`src/hw/psw_defs.svh`:
```
// Register map, field positions, reset values and timing for the
// power-save, wake and boot-source block. Definitions only.
`ifndef PSW_DEFS_SVH
`define PSW_DEFS_SVH

`define PSW_ADDR_W          8
`define PSW_DATA_W          32

`define PSW_ADDR_CTRL       8'h00
`define PSW_ADDR_WAKE_CFG   8'h04
`define PSW_ADDR_STATUS     8'h08
`define PSW_ADDR_IRQ_STAT   8'h0c
`define PSW_ADDR_IRQ_MASK   8'h10

// Control register fields
`define PSW_CTRL_SLEEP      0
`define PSW_CTRL_LAMP_ON    1
`define PSW_CTRL_LAMP_OE    2
`define PSW_CTRL_W          3
`define PSW_CTRL_RESET      3'h4

// Wake configuration fields, enable and polarity per input
`define PSW_WCFG_EN_A       0
`define PSW_WCFG_POL_A      1
`define PSW_WCFG_EN_B       2
`define PSW_WCFG_POL_B      3
`define PSW_WCFG_W          4
`define PSW_WCFG_RESET      4'h0

// Status register fields
`define PSW_STAT_ACTIVE     0
`define PSW_STAT_HOST_BOOT  1

// Interrupt status and mask fields
`define PSW_IRQ_WAKE_A      0
`define PSW_IRQ_WAKE_B      1
`define PSW_IRQ_RTS         2
`define PSW_IRQ_SLEPT       3
`define PSW_IRQ_W           4
`define PSW_IRQ_RESET       4'h0

// Timing
`define PSW_CLK_PERIOD_NS   40
`define PSW_WAKE_MIN_NS     100000

`endif

```
`src/hw/psw_pkg.sv`:
```
// Types shared by the power-save, wake and boot-source block.
// Assumes the constants header is compiled alongside.
package psw_pkg;

    typedef enum logic {
        PSW_ACTIVE,
        PSW_LOW
    } psw_state_type;

endpackage

```
`src/hw/psw_wake_qual.sv`:
```
// One wake input qualifier: enable, polarity and minimum hold time.
// Assumes the input level is synchronous to clk.
`timescale 1ns/1ps
`include "psw_defs.svh"

module psw_wake_qual #(
    parameter int MIN_CYCLES = 2500,
    parameter int CNT_W      = 12
) (
    input  wire logic clk,
    input  wire logic reset,
    input  wire logic hold,
    input  wire logic enable,
    input  wire logic polarity,
    input  wire logic level,
    output logic      wake_event
);
    import psw_pkg::*;

    // Count saturates one past the firing value, so a held level fires once
    localparam logic [CNT_W-1:0] LAST = CNT_W'(MIN_CYCLES);

    logic [CNT_W-1:0] cnt_q;
    logic             evt_q;
    logic             match;

    generate
        if (MIN_CYCLES < 1 || MIN_CYCLES >= (1 << CNT_W)) begin : g_bad
            $error("psw_wake_qual: MIN_CYCLES does not fit CNT_W");
        end
    endgenerate

    assign match = enable && (level == polarity);

    // count continuous match, restart on mismatch
    always_ff @(posedge clk or posedge reset) begin
        if (reset) begin
            cnt_q <= '0;
        end else if (hold || !match) begin
            cnt_q <= '0;
        end else if (cnt_q != LAST) begin
            cnt_q <= cnt_q + CNT_W'(1);
        end
    end

    // one event per qualified hold, never repeated while held
    always_ff @(posedge clk or posedge reset) begin
        if (reset) begin
            evt_q <= 1'b0;
        end else begin
            evt_q <= !hold && match && (cnt_q == LAST - CNT_W'(1));
        end
    end

    assign wake_event = evt_q;

    AST_RESTART: assert property (@(posedge clk) disable iff (reset)
        !match |=> cnt_q == '0)
        else $error("qualifier count not restarted on mismatch");

    AST_POLARITY: assert property (@(posedge clk) disable iff (reset)
        wake_event |-> $past(level) == $past(polarity) && $past(enable))
        else $error("wake event against configured polarity");

endmodule

```
`src/hw/psw_ctrl.sv`:
```
// Power-save status, wake qualification, boot-source capture, status
// lamp and register/interrupt logic of the module.
// Assumes all inputs synchronous to clk (25 MHz) and a simple strobe bus.
//
// Summary of operation
// - Indicator high while the module is active.
// - Indicator low while the module is in low power mode.
// - Wake inputs are level triggered with software-selected polarity.
// - Wake level must be held at least 100 us to be recognised.
// - Both wake inputs disabled after reset until software enables them.
// - Boot select high means flash firmware, low means host firmware.
// - Module held in reset while reset input low, released when high.
// - Lamp pin is an output, lamp inactive after reset.
// - Host boot mode enables third serial port recovery with flow control.
`timescale 1ns/1ps
`include "psw_defs.svh"

module psw_ctrl #(
    parameter int WAKE_MIN_CYCLES =
        (`PSW_WAKE_MIN_NS + `PSW_CLK_PERIOD_NS - 1) / `PSW_CLK_PERIOD_NS,
    parameter int WAKE_CNT_W      = 12
) (
    input  wire logic                    clk,
    input  wire logic                    reset,
    input  wire logic                    module_reset_low,
    input  wire logic                    boot_source_select,
    input  wire logic                    primary_port_request_to_send,
    input  wire logic                    wake_input_a,
    input  wire logic                    wake_input_b,
    input  wire logic [`PSW_ADDR_W-1:0]  reg_addr,
    input  wire logic [`PSW_DATA_W-1:0]  reg_wdata,
    input  wire logic                    reg_write,
    input  wire logic                    reg_read,
    output logic      [`PSW_DATA_W-1:0]  reg_rdata,
    output logic                         power_save_indicator,
    output psw_pkg::psw_state_type       power_state,
    output logic                         flash_firmware_boot,
    output logic                         host_firmware_boot,
    output logic                         recovery_port_enable,
    output logic                         status_lamp_output,
    output logic                         status_lamp_oe,
    output logic                         irq
);
    import psw_pkg::*;

    localparam int NWAKE = 2;

    generate
        if (WAKE_MIN_CYCLES < 2) begin : g_bad_min
            $error("psw_ctrl: WAKE_MIN_CYCLES must be at least 2");
        end
    endgenerate

    psw_state_type              state_q;
    psw_state_type              state_d;
    logic                       ind_q;
    logic [`PSW_CTRL_W-1:0]     ctrl_q;
    logic [`PSW_WCFG_W-1:0]     wcfg_q;
    logic [`PSW_IRQ_W-1:0]      istat_q;
    logic [`PSW_IRQ_W-1:0]      istat_set;
    logic [`PSW_IRQ_W-1:0]      imask_q;
    logic [`PSW_DATA_W-1:0]     rdata_q;
    logic                       boot_done_q;
    logic                       host_boot_q;
    logic                       hold;
    logic                       sleep_go;
    logic                       rts_wake;
    logic                       wake_any;
    logic [NWAKE-1:0]           wake_lvl;
    logic [NWAKE-1:0]           wake_en;
    logic [NWAKE-1:0]           wake_pol;
    logic [NWAKE-1:0]           wake_evt;

    // low reset input holds every register but the read data at its reset value
    assign hold = !module_reset_low;

    assign wake_lvl = {wake_input_b, wake_input_a};
    assign wake_en  = {wcfg_q[`PSW_WCFG_EN_B], wcfg_q[`PSW_WCFG_EN_A]};
    assign wake_pol = {wcfg_q[`PSW_WCFG_POL_B], wcfg_q[`PSW_WCFG_POL_A]};

    generate
        for (genvar i = 0; i < NWAKE; i++) begin : g_wake
            psw_wake_qual #(
                .MIN_CYCLES (WAKE_MIN_CYCLES),
                .CNT_W      (WAKE_CNT_W)
            ) u_qual (
                .clk        (clk),
                .reset      (reset),
                .hold       (hold),
                .enable     (wake_en[i]),
                .polarity   (wake_pol[i]),
                .level      (wake_lvl[i]),
                .wake_event (wake_evt[i])
            );
        end
    endgenerate

    // request-to-send high is a wake request while asleep
    assign rts_wake = (state_q == PSW_LOW) && primary_port_request_to_send;
    assign wake_any = rts_wake || (|wake_evt);

    assign sleep_go = reg_write && (reg_addr == `PSW_ADDR_CTRL)
                      && reg_wdata[`PSW_CTRL_SLEEP];

    // Power state; a wake in the same cycle beats a sleep request
    always_comb begin
        state_d = state_q;
        unique case (state_q)
            PSW_ACTIVE: begin
                if (sleep_go && !wake_any) begin
                    state_d = PSW_LOW;
                end
            end
            PSW_LOW: begin
                if (wake_any) begin
                    state_d = PSW_ACTIVE;
                end
            end
        endcase
    end

    always_ff @(posedge clk or posedge reset) begin
        if (reset) begin
            state_q <= PSW_ACTIVE;
        end else if (hold) begin
            state_q <= PSW_ACTIVE;
        end else begin
            state_q <= state_d;
        end
    end

    // low power state drives indicator low
    always_ff @(posedge clk or posedge reset) begin
        if (reset) begin
            ind_q <= 1'b1;
        end else if (hold) begin
            ind_q <= 1'b1;
        end else begin
            ind_q <= (state_d == PSW_ACTIVE);
        end
    end

    assign power_save_indicator = ind_q;
    assign power_state          = state_q;

    // lamp pin output and inactive from reset
    always_ff @(posedge clk or posedge reset) begin
        if (reset) begin
            ctrl_q <= `PSW_CTRL_RESET;
        end else if (hold) begin
            ctrl_q <= `PSW_CTRL_RESET;
        end else if (reg_write && reg_addr == `PSW_ADDR_CTRL) begin
            // Sleep bit is a command, never stored
            ctrl_q <= {reg_wdata[`PSW_CTRL_LAMP_OE], reg_wdata[`PSW_CTRL_LAMP_ON], 1'b0};
        end
    end

    assign status_lamp_output = ctrl_q[`PSW_CTRL_LAMP_ON];
    assign status_lamp_oe     = ctrl_q[`PSW_CTRL_LAMP_OE];

    // wake inputs A and B disabled until software enables them
    always_ff @(posedge clk or posedge reset) begin
        if (reset) begin
            wcfg_q <= `PSW_WCFG_RESET;
        end else if (hold) begin
            wcfg_q <= `PSW_WCFG_RESET;
        end else if (reg_write && reg_addr == `PSW_ADDR_WAKE_CFG) begin
            wcfg_q <= reg_wdata[`PSW_WCFG_W-1:0];
        end
    end

    // capture boot select once after reset release
    // low select chooses host firmware, high chooses flash
    always_ff @(posedge clk or posedge reset) begin
        if (reset) begin
            boot_done_q <= 1'b0;
            host_boot_q <= 1'b0;
        end else if (hold) begin
            boot_done_q <= 1'b0;
            host_boot_q <= 1'b0;
        end else if (!boot_done_q) begin
            boot_done_q <= 1'b1;
            host_boot_q <= !boot_source_select;
        end
    end

    assign host_firmware_boot  = host_boot_q;
    assign flash_firmware_boot = boot_done_q && !host_boot_q;
    // host boot opens third port recovery path
    assign recovery_port_enable = host_boot_q;

    // Sticky events; a set in the clearing cycle survives
    always_comb begin
        istat_set = '0;
        istat_set[`PSW_IRQ_WAKE_A] = wake_evt[0];
        istat_set[`PSW_IRQ_WAKE_B] = wake_evt[1];
        istat_set[`PSW_IRQ_RTS]    = rts_wake;
        istat_set[`PSW_IRQ_SLEPT]  = (state_q == PSW_ACTIVE) && (state_d == PSW_LOW);
    end

    always_ff @(posedge clk or posedge reset) begin
        if (reset) begin
            istat_q <= `PSW_IRQ_RESET;
        end else if (hold) begin
            istat_q <= `PSW_IRQ_RESET;
        end else if (reg_write && reg_addr == `PSW_ADDR_IRQ_STAT) begin
            istat_q <= (istat_q & ~reg_wdata[`PSW_IRQ_W-1:0]) | istat_set;
        end else begin
            istat_q <= istat_q | istat_set;
        end
    end

    always_ff @(posedge clk or posedge reset) begin
        if (reset) begin
            imask_q <= `PSW_IRQ_RESET;
        end else if (hold) begin
            imask_q <= `PSW_IRQ_RESET;
        end else if (reg_write && reg_addr == `PSW_ADDR_IRQ_MASK) begin
            imask_q <= reg_wdata[`PSW_IRQ_W-1:0];
        end
    end

    assign irq = |(istat_q & imask_q);

    // Read data stands for one cycle only; unmapped reads return zero
    always_ff @(posedge clk or posedge reset) begin
        if (reset) begin
            rdata_q <= '0;
        end else if (!reg_read) begin
            rdata_q <= '0;
        end else begin
            unique case (reg_addr)
                `PSW_ADDR_CTRL:     rdata_q <= {{(`PSW_DATA_W-`PSW_CTRL_W){1'b0}}, ctrl_q};
                `PSW_ADDR_WAKE_CFG: rdata_q <= {{(`PSW_DATA_W-`PSW_WCFG_W){1'b0}}, wcfg_q};
                `PSW_ADDR_STATUS:   rdata_q <= {{(`PSW_DATA_W-2){1'b0}}, host_boot_q, ind_q};
                `PSW_ADDR_IRQ_STAT: rdata_q <= {{(`PSW_DATA_W-`PSW_IRQ_W){1'b0}}, istat_q};
                `PSW_ADDR_IRQ_MASK: rdata_q <= {{(`PSW_DATA_W-`PSW_IRQ_W){1'b0}}, imask_q};
                default:            rdata_q <= '0;
            endcase
        end
    end

    assign reg_rdata = rdata_q;

    // Assertions

    AST_WAKE_RAISES: assert property (@(posedge clk) disable iff (reset)
        module_reset_low && state_q == PSW_LOW && wake_any
        |=> power_save_indicator ##1 (power_save_indicator || $past(sleep_go)))
        else $error("indicator not high after wake");

    AST_SLEEP_DROPS: assert property (@(posedge clk) disable iff (reset)
        module_reset_low && state_q == PSW_ACTIVE && sleep_go && !wake_any
        |=> !power_save_indicator && istat_q[`PSW_IRQ_SLEPT])
        else $error("indicator not low after sleep request");

    AST_LOW_HOLDS: assert property (@(posedge clk) disable iff (reset)
        module_reset_low && state_q == PSW_LOW && !wake_any
        |=> !power_save_indicator)
        else $error("indicator left low power without wake");

    AST_DISABLED_QUIET: assert property (@(posedge clk) disable iff (reset)
        !wcfg_q[`PSW_WCFG_EN_A] [*2] |-> !wake_evt[0])
        else $error("wake event from disabled input");

    AST_SHORT_IGNORED: assert property (@(posedge clk) disable iff (reset)
        $rose(wake_evt[1]) |-> $past(wake_en[1] && wake_lvl[1] == wake_pol[1], 2))
        else $error("wake accepted without held level");

    AST_BOOT_SEL: assert property (@(posedge clk) disable iff (reset)
        $rose(boot_done_q) |-> host_firmware_boot == !$past(boot_source_select))
        else $error("boot source not taken from select pin");

    AST_BOOT_FIXED: assert property (@(posedge clk) disable iff (reset)
        boot_done_q && module_reset_low |=> $stable(host_firmware_boot))
        else $error("boot source changed after capture");

    AST_HOLD_RESET: assert property (@(posedge clk) disable iff (reset)
        !module_reset_low |=> power_save_indicator && wcfg_q == '0 && !irq)
        else $error("state not cleared while reset input low");

    AST_LAMP_RESET: assert property (@(posedge clk) disable iff (reset)
        !module_reset_low |=> status_lamp_oe && !status_lamp_output)
        else $error("lamp not idle output after reset");

    AST_RECOVERY: assert property (@(posedge clk) disable iff (reset)
        $rose(boot_done_q) && !$past(boot_source_select) |-> recovery_port_enable)
        else $error("recovery port not enabled in host boot");

    AST_RTS_WAKE: assert property (@(posedge clk) disable iff (reset)
        module_reset_low && !power_save_indicator && primary_port_request_to_send
        |=> power_save_indicator)
        else $error("request-to-send did not wake module");

    AST_WAKE_WINS: assert property (@(posedge clk) disable iff (reset)
        module_reset_low && sleep_go && wake_any
        |=> power_save_indicator && power_state == PSW_ACTIVE)
        else $error("sleep request beat a wake in the same cycle");

    AST_ACTIVE_HOLDS: assert property (@(posedge clk) disable iff (reset)
        module_reset_low && power_state == PSW_ACTIVE && !sleep_go
        |=> power_state == PSW_ACTIVE && power_save_indicator)
        else $error("module left active state without sleep request");

    AST_STATUS_READ: assert property (@(posedge clk) disable iff (reset)
        reg_read && reg_addr == `PSW_ADDR_STATUS
        |=> reg_rdata[`PSW_STAT_ACTIVE] == $past(power_save_indicator)
            && reg_rdata[`PSW_STAT_HOST_BOOT] == $past(host_firmware_boot))
        else $error("status read does not show indicator and boot source");

    AST_CFG_ONLY_SW: assert property (@(posedge clk) disable iff (reset)
        wcfg_q == '0 && !(reg_write && reg_addr == `PSW_ADDR_WAKE_CFG)
        |=> wcfg_q == '0)
        else $error("wake source enabled without a configuration write");

    AST_SLEPT_STICKY: assert property (@(posedge clk) disable iff (reset)
        module_reset_low && istat_q[`PSW_IRQ_SLEPT]
        && !(reg_write && reg_addr == `PSW_ADDR_IRQ_STAT && reg_wdata[`PSW_IRQ_SLEPT])
        |=> istat_q[`PSW_IRQ_SLEPT])
        else $error("low power event lost without a clear");

    COV_SLEEP_WAKE: cover property (@(posedge clk) disable iff (reset)
        !power_save_indicator ##1 wake_evt[0] ##1 power_save_indicator);
    COV_HOST_BOOT: cover property (@(posedge clk) disable iff (reset)
        $rose(host_firmware_boot));
    COV_IRQ: cover property (@(posedge clk) disable iff (reset) $rose(irq));
    COV_WAKE_B: cover property (@(posedge clk) disable iff (reset) $rose(wake_evt[1]));
    COV_RTS_WAKE: cover property (@(posedge clk) disable iff (reset)
        rts_wake ##1 power_save_indicator);

endmodule

```
`config.mk`:
```
export PLATFORM = sky130hd
export DESIGN_NAME = psw_ctrl
export DESIGN_NICKNAME = d
export VERILOG_FILES = /design/src/hw/psw_pkg.sv /design/src/hw/psw_wake_qual.sv /design/src/hw/psw_ctrl.sv
export VERILOG_INCLUDE_DIRS = /design/src /design/src/hw
export SDC_FILE = /design/constraint.sdc
export NUM_CORES = 1
export LEC_CHECK = 0
export BUFFER_PORTS_ARGS = -buffer_cell sky130_fd_sc_hd__buf_2
export CORE_MARGIN = 2
export CORE_UTILIZATION = 30
export CTS_BUF_LIST = sky130_fd_sc_hd__clkbuf_8 sky130_fd_sc_hd__clkbuf_16
export DETAILED_ROUTE_END_ITERATION = 16
export PLACE_DENSITY = 0.48
export SYNTH_ARGS = -nofsm -noshare
export SYNTH_HDL_FRONTEND = slang
export SYNTH_HIERARCHICAL = 1
export SYNTH_SLANG_ARGS = --single-unit
```
`constraint.sdc`:
```
create_clock -name clk -period 2.9 [get_ports clk]
set_clock_uncertainty 0.15 [all_clocks]
set_input_delay 0.29 -clock clk [delete_from_list [all_inputs] [get_ports clk]]
set_output_delay 0.29 -clock clk [all_outputs]
set_load 0.03 [all_outputs]
```
==> results of run 1 <==
-- metal layers --
metal	wire length, um	share of wire [%]	vias to the layer above
li1	-	-	999
met1	2616	48	955
met2	2549	46	60
met3	286	5.2	4
met4	49	0.89	0
met5	0	0	-
-- metrics by stage --
step | setup slack, ps | util (%) | hold WS [ps]
global placement | 804.6 | 33.02 | 232.2
global route | 990.7 | 34.19 | 85.80
detailed placement | 780.9 | 33.02 | 233.5
floorplan | 1110 | - | 16.96
CTS | 1103 | 34.19 | 84.61
finish | 1089 | 34.19 | 102.5
-- area by class of cell --
class                   instances  area [um^2]  area share (%)
repair buffers                 34        177.7           5.929
inverters                      10        37.54           1.253
multi-input cells             220         1350           45.05
well taps                     108        135.1           4.509
clock inverters                 3        23.77          0.7933
clock buffers                   5        68.82           2.296
flip-flops and latches         48         1204           40.17
-- sequential cells by signal (all words and copies together), names as in the netlist --
| signal | count |
|---|---|
| host_firmware_boot | 1 |
| wcfg_q | 4 |
| reg_rdata | 4 |
| power_save_indicator | 1 |
| boot_done_q | 1 |
| g_wake.u_qual/wake_event | 2 |
| power_state | 1 |
| ctrl_q | 2 |
| istat_q | 4 |
| g_wake.u_qual/cnt_q | 24 |
| imask_q | 4 |
-- worst max-delay path by stage --
stage | from | end | slack, ps | cells after the start
6_report | reg_addr[1] | istat_q[2] | 1090 | 5
5_1_grt | reg_addr[1] | istat_q[2] | 990 | 5
4_1_cts | reg_addr[1] | istat_q[2] | 1100 | 5
3_5_place_dp | reg_addr[1] | istat_q[2] | 780 | 5
3_3_place_gp | reg_addr[1] | istat_q[2] | 800 | 5
2_1_floorplan | reg_addr[0] | reg_rdata[1] | 1110 | 4
-- logic make-up after synthesis --
| family | share of synthesized area [%] |
|---|---|
| mux | 4.812 |
| simple gates | 26.95 |
| compound gates | 6.233 |
| xor+xnor | 5.774 |
| other cells | 0.1374 |
| fa+ha+maj | 1.833 |
| buf+inv | 10.17 |
| flops | 44.09 |
-- placed cells by master (no fill, tap or decap), drive strengths merged, types with 2 or more instances in the layout --
| cell | synthesis | layout |
|---|---|---|
| nand2b | 3 | 3 |
| nor4 | 7 | 7 |
| dfstp | 2 | 2 |
| o21ai | 12 | 12 |
| nor3 | 13 | 13 |
| nor2 | 33 | 33 |
| ha | 4 | 4 |
| and4b | 2 | 2 |
| nand2 | 25 | 25 |
| dfrtp | 46 | 46 |
| or4 | 2 | 2 |
| a31oi | 2 | 2 |
| buf | 29 | 33 |
| nand4 | 7 | 7 |
| clkbuf | 6 | 5 |
| clkinv | 1 | 2 |
| nand4bb | 3 | 3 |
| conb | 1 | 28 |
| a21oi | 11 | 11 |
| mux2i | 12 | 12 |
| xnor2 | 16 | 16 |
| nor3b | 2 | 2 |
| clkinvlp | 0 | 2 |
| nor2b | 2 | 2 |
| inv | 9 | 9 |
| or3 | 6 | 6 |
| nand3 | 12 | 12 |
| xor2 | 2 | 2 |
| or3b | 3 | 3 |
| a22oi | 3 | 3 |
-- critical path, cell delays in order --
cell	delay (ps)
sky130_fd_sc_hd__buf_2	110
sky130_fd_sc_hd__or4b_1	590
sky130_fd_sc_hd__nor3_1	480
sky130_fd_sc_hd__a31oi_1	150
sky130_fd_sc_hd__a31o_2	220
-- where the power goes --
group,total [W],internal (W),switching [W]
clock network,0.000406,0.000171,0.000234
registers,0.000672,0.000671,0.00000152
logic,0.000122,0.0000236,0.0000985
==> out/results.tsv, run 1 <==
metric	value	unit
grt.met1_usage	15.70	%
dp_cells	419	
synth_ff_type	sky130_fd_sc_hd__dfrtp_1	
clock_sink_count	48	
initial_utilization	31.15	%
place_congestion	0.7986	
setup_repair_after_global_routing_missed_its_margin	false	
grt.overflow.total	0	
postCtsHoldBufs	1	
setup.worst_path.end_class	flop	
syn_area	0.002730	mm^2
fmax	0.5521	GHz
drv.max_cap_violation_count	0	
area_of_the_core	0.008763	mm^2
synth.lib_cells_used.distinct	45	
worstRegToRegCells	4	
most_utilized_layer_in_the_global_route_result	met2	
grt_antenna_before_repair	0	
area_delta_synth_final	9.762	%
wl	5502	um
die-area	0.009879	mm^2
regToRegEndpoint	g_wake[1].u_qual/cnt_q[1]	
r2r-start	g_wake[1].u_qual/cnt_q[3]	
min_period_over_period	62.46	%
power.ir.vdd_worst	0.1841	mV
grt_start_max_net_pins	23	
fin_nets	372	
grt_util_met3	3.022	%
nFillCells	892	
post_cts.resized_instances	0	
period_minus_slack	1811	ps
io_buffers	32	
ctsHtreeMaxLevel	2	
hold_viol_final	0	
drc_violations_left	0	
data_arrival_at_the_endpoint_of_the_critical_path	1850	ps
worst-slew-pin-transition	862.3	ps
via_count_of_the_first_global_routing_pass	1877	
final-instance-count-excl-fill	428	
slew_headroom	42.45	%
detail_route.wl_per_cell	12.86	um
synth_async_sr_flop_share	100.0	%
ioPinCount	89	
reg2reg_slack	1140	ps
worst-setup-path-type	input port to flop	
timing.final.max_slew_violations	0	
power.static_leakage	1.276	nW
whs_endpoint	boot_done_q	
tritoncts	built	
start_kind	input port	
clockRootBuffer	sky130_fd_sc_hd__clkbuf_8	
report.final.setup_viol	0	
detailroute.via_count	2018	
yosys.cell_count.top_type	sky130_fd_sc_hd__dfrtp_1	
post_cts_buffers	0	
cts_buffer_depth	2	
status	complete, no violations	
worst-endpoint-required	2940	ps
synth_sequential_area_ratio	44.09	%
hold_class	input port to flop	
cp_max_fo	4	
cell_rows	34	
p_total	0.001200	W
ant_nets	0	
yosys_register_bits	48	
netlist.top_cell.by_area	sky130_fd_sc_hd__dfrtp_1	
grt_util_met2	18.30	%
detailedPlacementHpwl	4100	um
avgSynthCellArea	9.546	um^2
antenna_cells	0	
power_density	400.4	mW/mm^2
postLayoutCellArea	0.002997	mm^2
clkLatencyLatePin	300	ps
timing.hold.worst.start	module_reset_low	
die_x	99.40	um
tns	0	ps
detail_route.vias_per_cell	4.715	
clk_pin_slew_worst_paths	100	ps
yosysTopAreaCellShare	42.16	%
grt_usage	11.55	%
whs_path_depth	1	
detail_route.first_pass.iterations	4	
post_synth_inst_count	286	
initial_detailed_routing_violation_count	66	
num_cts_buffers	5	
grt_pass1_wl	9135	um
number_of_flops_mapped_to_enable_cells_by_yosys	0	
dpl-instance-area	0.002894	mm^2
ranking_of_synthesized_cells_by_instance_count	sky130_fd_sc_hd__dfrtp_1 (46), sky130_fd_sc_hd__nor2_1 (31), sky130_fd_sc_hd__buf_4 (29), sky130_fd_sc_hd__nand2_1 (25), sky130_fd_sc_hd__xnor2_1 (16)	
final_layout_size_suffix_gt1_share	19.06	%
dieHeight	99.40	um
yosys-top-cells-area	sky130_fd_sc_hd__dfrtp_1 (42%), sky130_fd_sc_hd__buf_4 (8.0%), sky130_fd_sc_hd__xnor2_1 (5.1%)	
synth_warnings	6	
(Power assumes the default switching activity.)
==> run 2, diff against run 1 <==
==> constraint.sdc (replaced) <==
create_clock -name clk -period 1.7 [get_ports clk]
set_clock_uncertainty 0.15 [all_clocks]
set_input_delay 0.17 -clock clk [delete_from_list [all_inputs] [get_ports clk]]
set_output_delay 0.17 -clock clk [all_outputs]
set_load 0.03 [all_outputs]
==> run 2 against run 1 <==
  * The run now ends with setup timing left
  * Sequential power is 71% higher
  * Worst hold slack worse by 93 ps
  * Sequential share of layout area is 3.3 points lower
  * Combinational power is 84% higher
  * Final cell count is 6.3% higher
  * Via count is 5.3% higher
  * Wire length is 8.0% higher
  * Clock-buffer cell count is 1 higher
  * Critical endpoint is now g_wake[0].u_qual/cnt_q[1]
  * Largest cell class unchanged
  * Largest power group unchanged
==> out/results.tsv, run 2 (synthesized netlist as in run 1, its figures left out) <==
metric	value	unit	change
cp_max_fo	4		unchanged
critical_path_depth	4		-1
crit_path_max_incr_delay	400	ps	-190 ps
cell_rows	34		unchanged
status	finished with violations		
switching_power	0.0005618	W	+68%
via_count_of_the_first_global_routing_pass	2085		+11%
hold_class	input port to flop		
io_buffers	32		unchanged
detail_route.first_pass.iterations	4		unchanged
place_congestion	0.7779		-2.6%
p_total	0.002085	W	+74%
start_kind	flop		
whs_endpoint	wcfg_q[3]		
detailroute.via_count	2125		+5.3%
setup.worst_path.end_class	flop		
grt_antenna_before_repair	0		unchanged
setup_repair_after_global_routing_missed_its_margin	true		
clock_sink_count	48		unchanged
failed_checks	setup timing		
dp_cells	441		+5.3%
grt.overflow.total	0		unchanged
cp_slowest_cell	sky130_fd_sc_hd__or3_4		
clkLatencyLatePin	300	ps	about the same
grt_start_max_net_pins	23		unchanged
r2r-start	g_wake[0].u_qual/cnt_q[5]		
final-instance-count-excl-fill	455		+6.3%
layout_commonest_cell	sky130_fd_sc_hd__dfrtp_1		
die_x	99.40	um	unchanged
clockPowerShare	34.2	%	+0.4 points
power_density	638.3	mW/mm^2	+59%
detailedPlacementHpwl	4425	um	+7.9%
min_period_over_period	100.9	%	
clk_pin_slew_worst_paths	90	ps	about the same
detail_route.wl_per_cell	13.06	um	+1.6%
period_minus_slack	1715	ps	
ctsHtreeMaxLevel	2		unchanged
power.ir.vdd_worst	0.3189	mV	+73%
cts_buffer_depth	2		unchanged
worst_slack	-15.18	ps	-1104 ps
dieHeight	99.40	um	unchanged
p_int	0.001524	W	+76%
ant_nets	0		unchanged
worst-setup-path-type	flop to flop		
layout.cells.most_common_list	sky130_fd_sc_hd__dfrtp_1 (46), sky130_fd_sc_hd__buf_2 (32), sky130_fd_sc_hd__nor2_1 (31)		
timing.critical_path.buf_inv	0		-1
top_register	g_wake.u_qual/cnt_q		
grt_pass1_wl	10070	um	+10%
clockRootBuffer	sky130_fd_sc_hd__clkbuf_8		
power.static_leakage	1.424	nW	+12%
power.share.combinational	10.8	%	+0.6 points
final_layout_size_suffix_gt1_share	28.24	%	+9.2 points
initial_utilization	31.15	%	unchanged
switching_share	26.94	%	-0.93 points
worst-endpoint-required	1730	ps	-1210 ps
drc_violations_left	0		unchanged
crit_chain	or3_4 -> nor4_4 -> mux2i_1 -> nor2_1		
antenna_cells	0		unchanged
detail_route.vias_per_cell	4.670		-0.95%
die-area	0.009879	mm^2	unchanged
area_of_the_core	0.008763	mm^2	unchanged
regToRegEndpoint	g_wake[0].u_qual/cnt_q[1]		
whs_path_depth	3		+2
cpLargestDelayFamily	simple AND/OR/NAND/NOR gates		
initial_detailed_routing_violation_count	34		-48%
num_cts_buffers	5		unchanged
worst-slew-pin-transition	527.4	ps	-334.9 ps
timing.final.max_slew_violations	0		unchanged
area_delta_synth_final	19.66	%	
fmax	0.5830	GHz	
pwr-share-seq	55.0	%	-1.0 points
fin_nets	399		+7.3%
report.final.setup_viol	1		+1
drv.max_cap_violation_count	0		unchanged
tritoncts	built		
ioPinCount	89		unchanged
timing.hold.worst.start	reg_wdata[3]		
grt_usage	12.55	%	+1.0 points
worstRegToRegCells	4		unchanged
slew_headroom	64.80	%	+22 points
reg2reg_slack	-20	ps	-1160 ps
hold_viol_final	0		unchanged
data_arrival_at_the_endpoint_of_the_critical_path	1750	ps	-100 ps
wl	5943	um	+8.0%
largest_register_ffs	24		unchanged
run 2: cell types whose count changed in the layout (fill, tap and decap cells not counted), sizes merged:
| cell | change |
|---|---|
| buf | +25 |
| clkbuf | +1 |
| clkinv | +1 |
| clkinvlp | -2 |
| dlygate4sd3 | +2 |
run 2: worst max path at each step:
stage / start / endpoint / slack, ps
after CTS: wcfg_q[1] / g_wake[0].u_qual/cnt_q[2] / 9
final: g_wake[0].u_qual/cnt_q[5] / g_wake[0].u_qual/cnt_q[1] / -20
after global routing: g_wake[1].u_qual/cnt_q[5] / g_wake[1].u_qual/cnt_q[1] / -70
after global placement: reg_addr[1] / istat_q[2] / -190
after floorplan: reg_addr[0] / reg_rdata[1] / 30
after detailed placement: reg_addr[1] / istat_q[2] / -200
run 2: per-stage QoR:
| stage | util (%) | setup slack, ps | setup TNS, ps | hold slack, ps | instance area (um^2) |
|---|---|---|---|---|---|
| floorplan | - | 29.87 | 0 | -103.0 | 2831 |
| global placement | 34.91 | -185.3 | -752.5 | 114.4 | 3059 |
| detailed placement | 34.91 | -201.4 | -868.4 | 115.3 | 3059 |
| CTS | 36.45 | 8.963 | 0 | 8.639 | 3194 |
| global route | 37.28 | -72.52 | -225.1 | 30.07 | 3267 |
| finish | 37.28 | -15.18 | -15.18 | 9.157 | 3267 |
run 2: cell type report:
type	count	area, um^2
clock buffers	6	82.58
flip-flops and latches	48	1204
inverters	10	37.54
multi-input cells	220	1413
well taps	108	135.1
fillers	910	5497
repair buffers	61	385.4
clock inverters	2	10.01
run 2: power by group through the flow:
stage / clock [W] / combinational (W) / sequential, W
3_5_place_dp: 0 / 0.000221 / 0.00117
6_report: 0.000714 / 0.000225 / 0.00115
3_3_place_gp: 0 / 0.000221 / 0.00117
4_1_cts: 0.000747 / 0.000228 / 0.00115
5_1_grt: 0.000798 / 0.000247 / 0.00115
2_1_floorplan: 0 / 0.000199 / 0.00117
run 2: repair_timing:
item / in CTS / in global routing
endpoints found under the setup margin: 4 / 15
setup buffers: 1 / 2
pin swaps: 2 / 8
gates resized for setup: 3 / 14
hold buffers: 3 / 0
endpoints found under the hold margin: 48 / 0
run 2: routing by layer:
metal	part of all wire, %	track usage [%]	up-vias	wire, um
li1	-	-	1054	-
met1	48	16.70	1022	2829
met2	47	20.95	44	2816
met3	4.0	2.389	5	237
met4	0.99	3.477	0	59
met5	0	0	-	0
run 2: worst register-to-register path: cells and delay by family (launching register included):
kind             cells  cell delay [ps]
and+or+nand+nor      3              820
DFF                  1              390
muxes                1              240
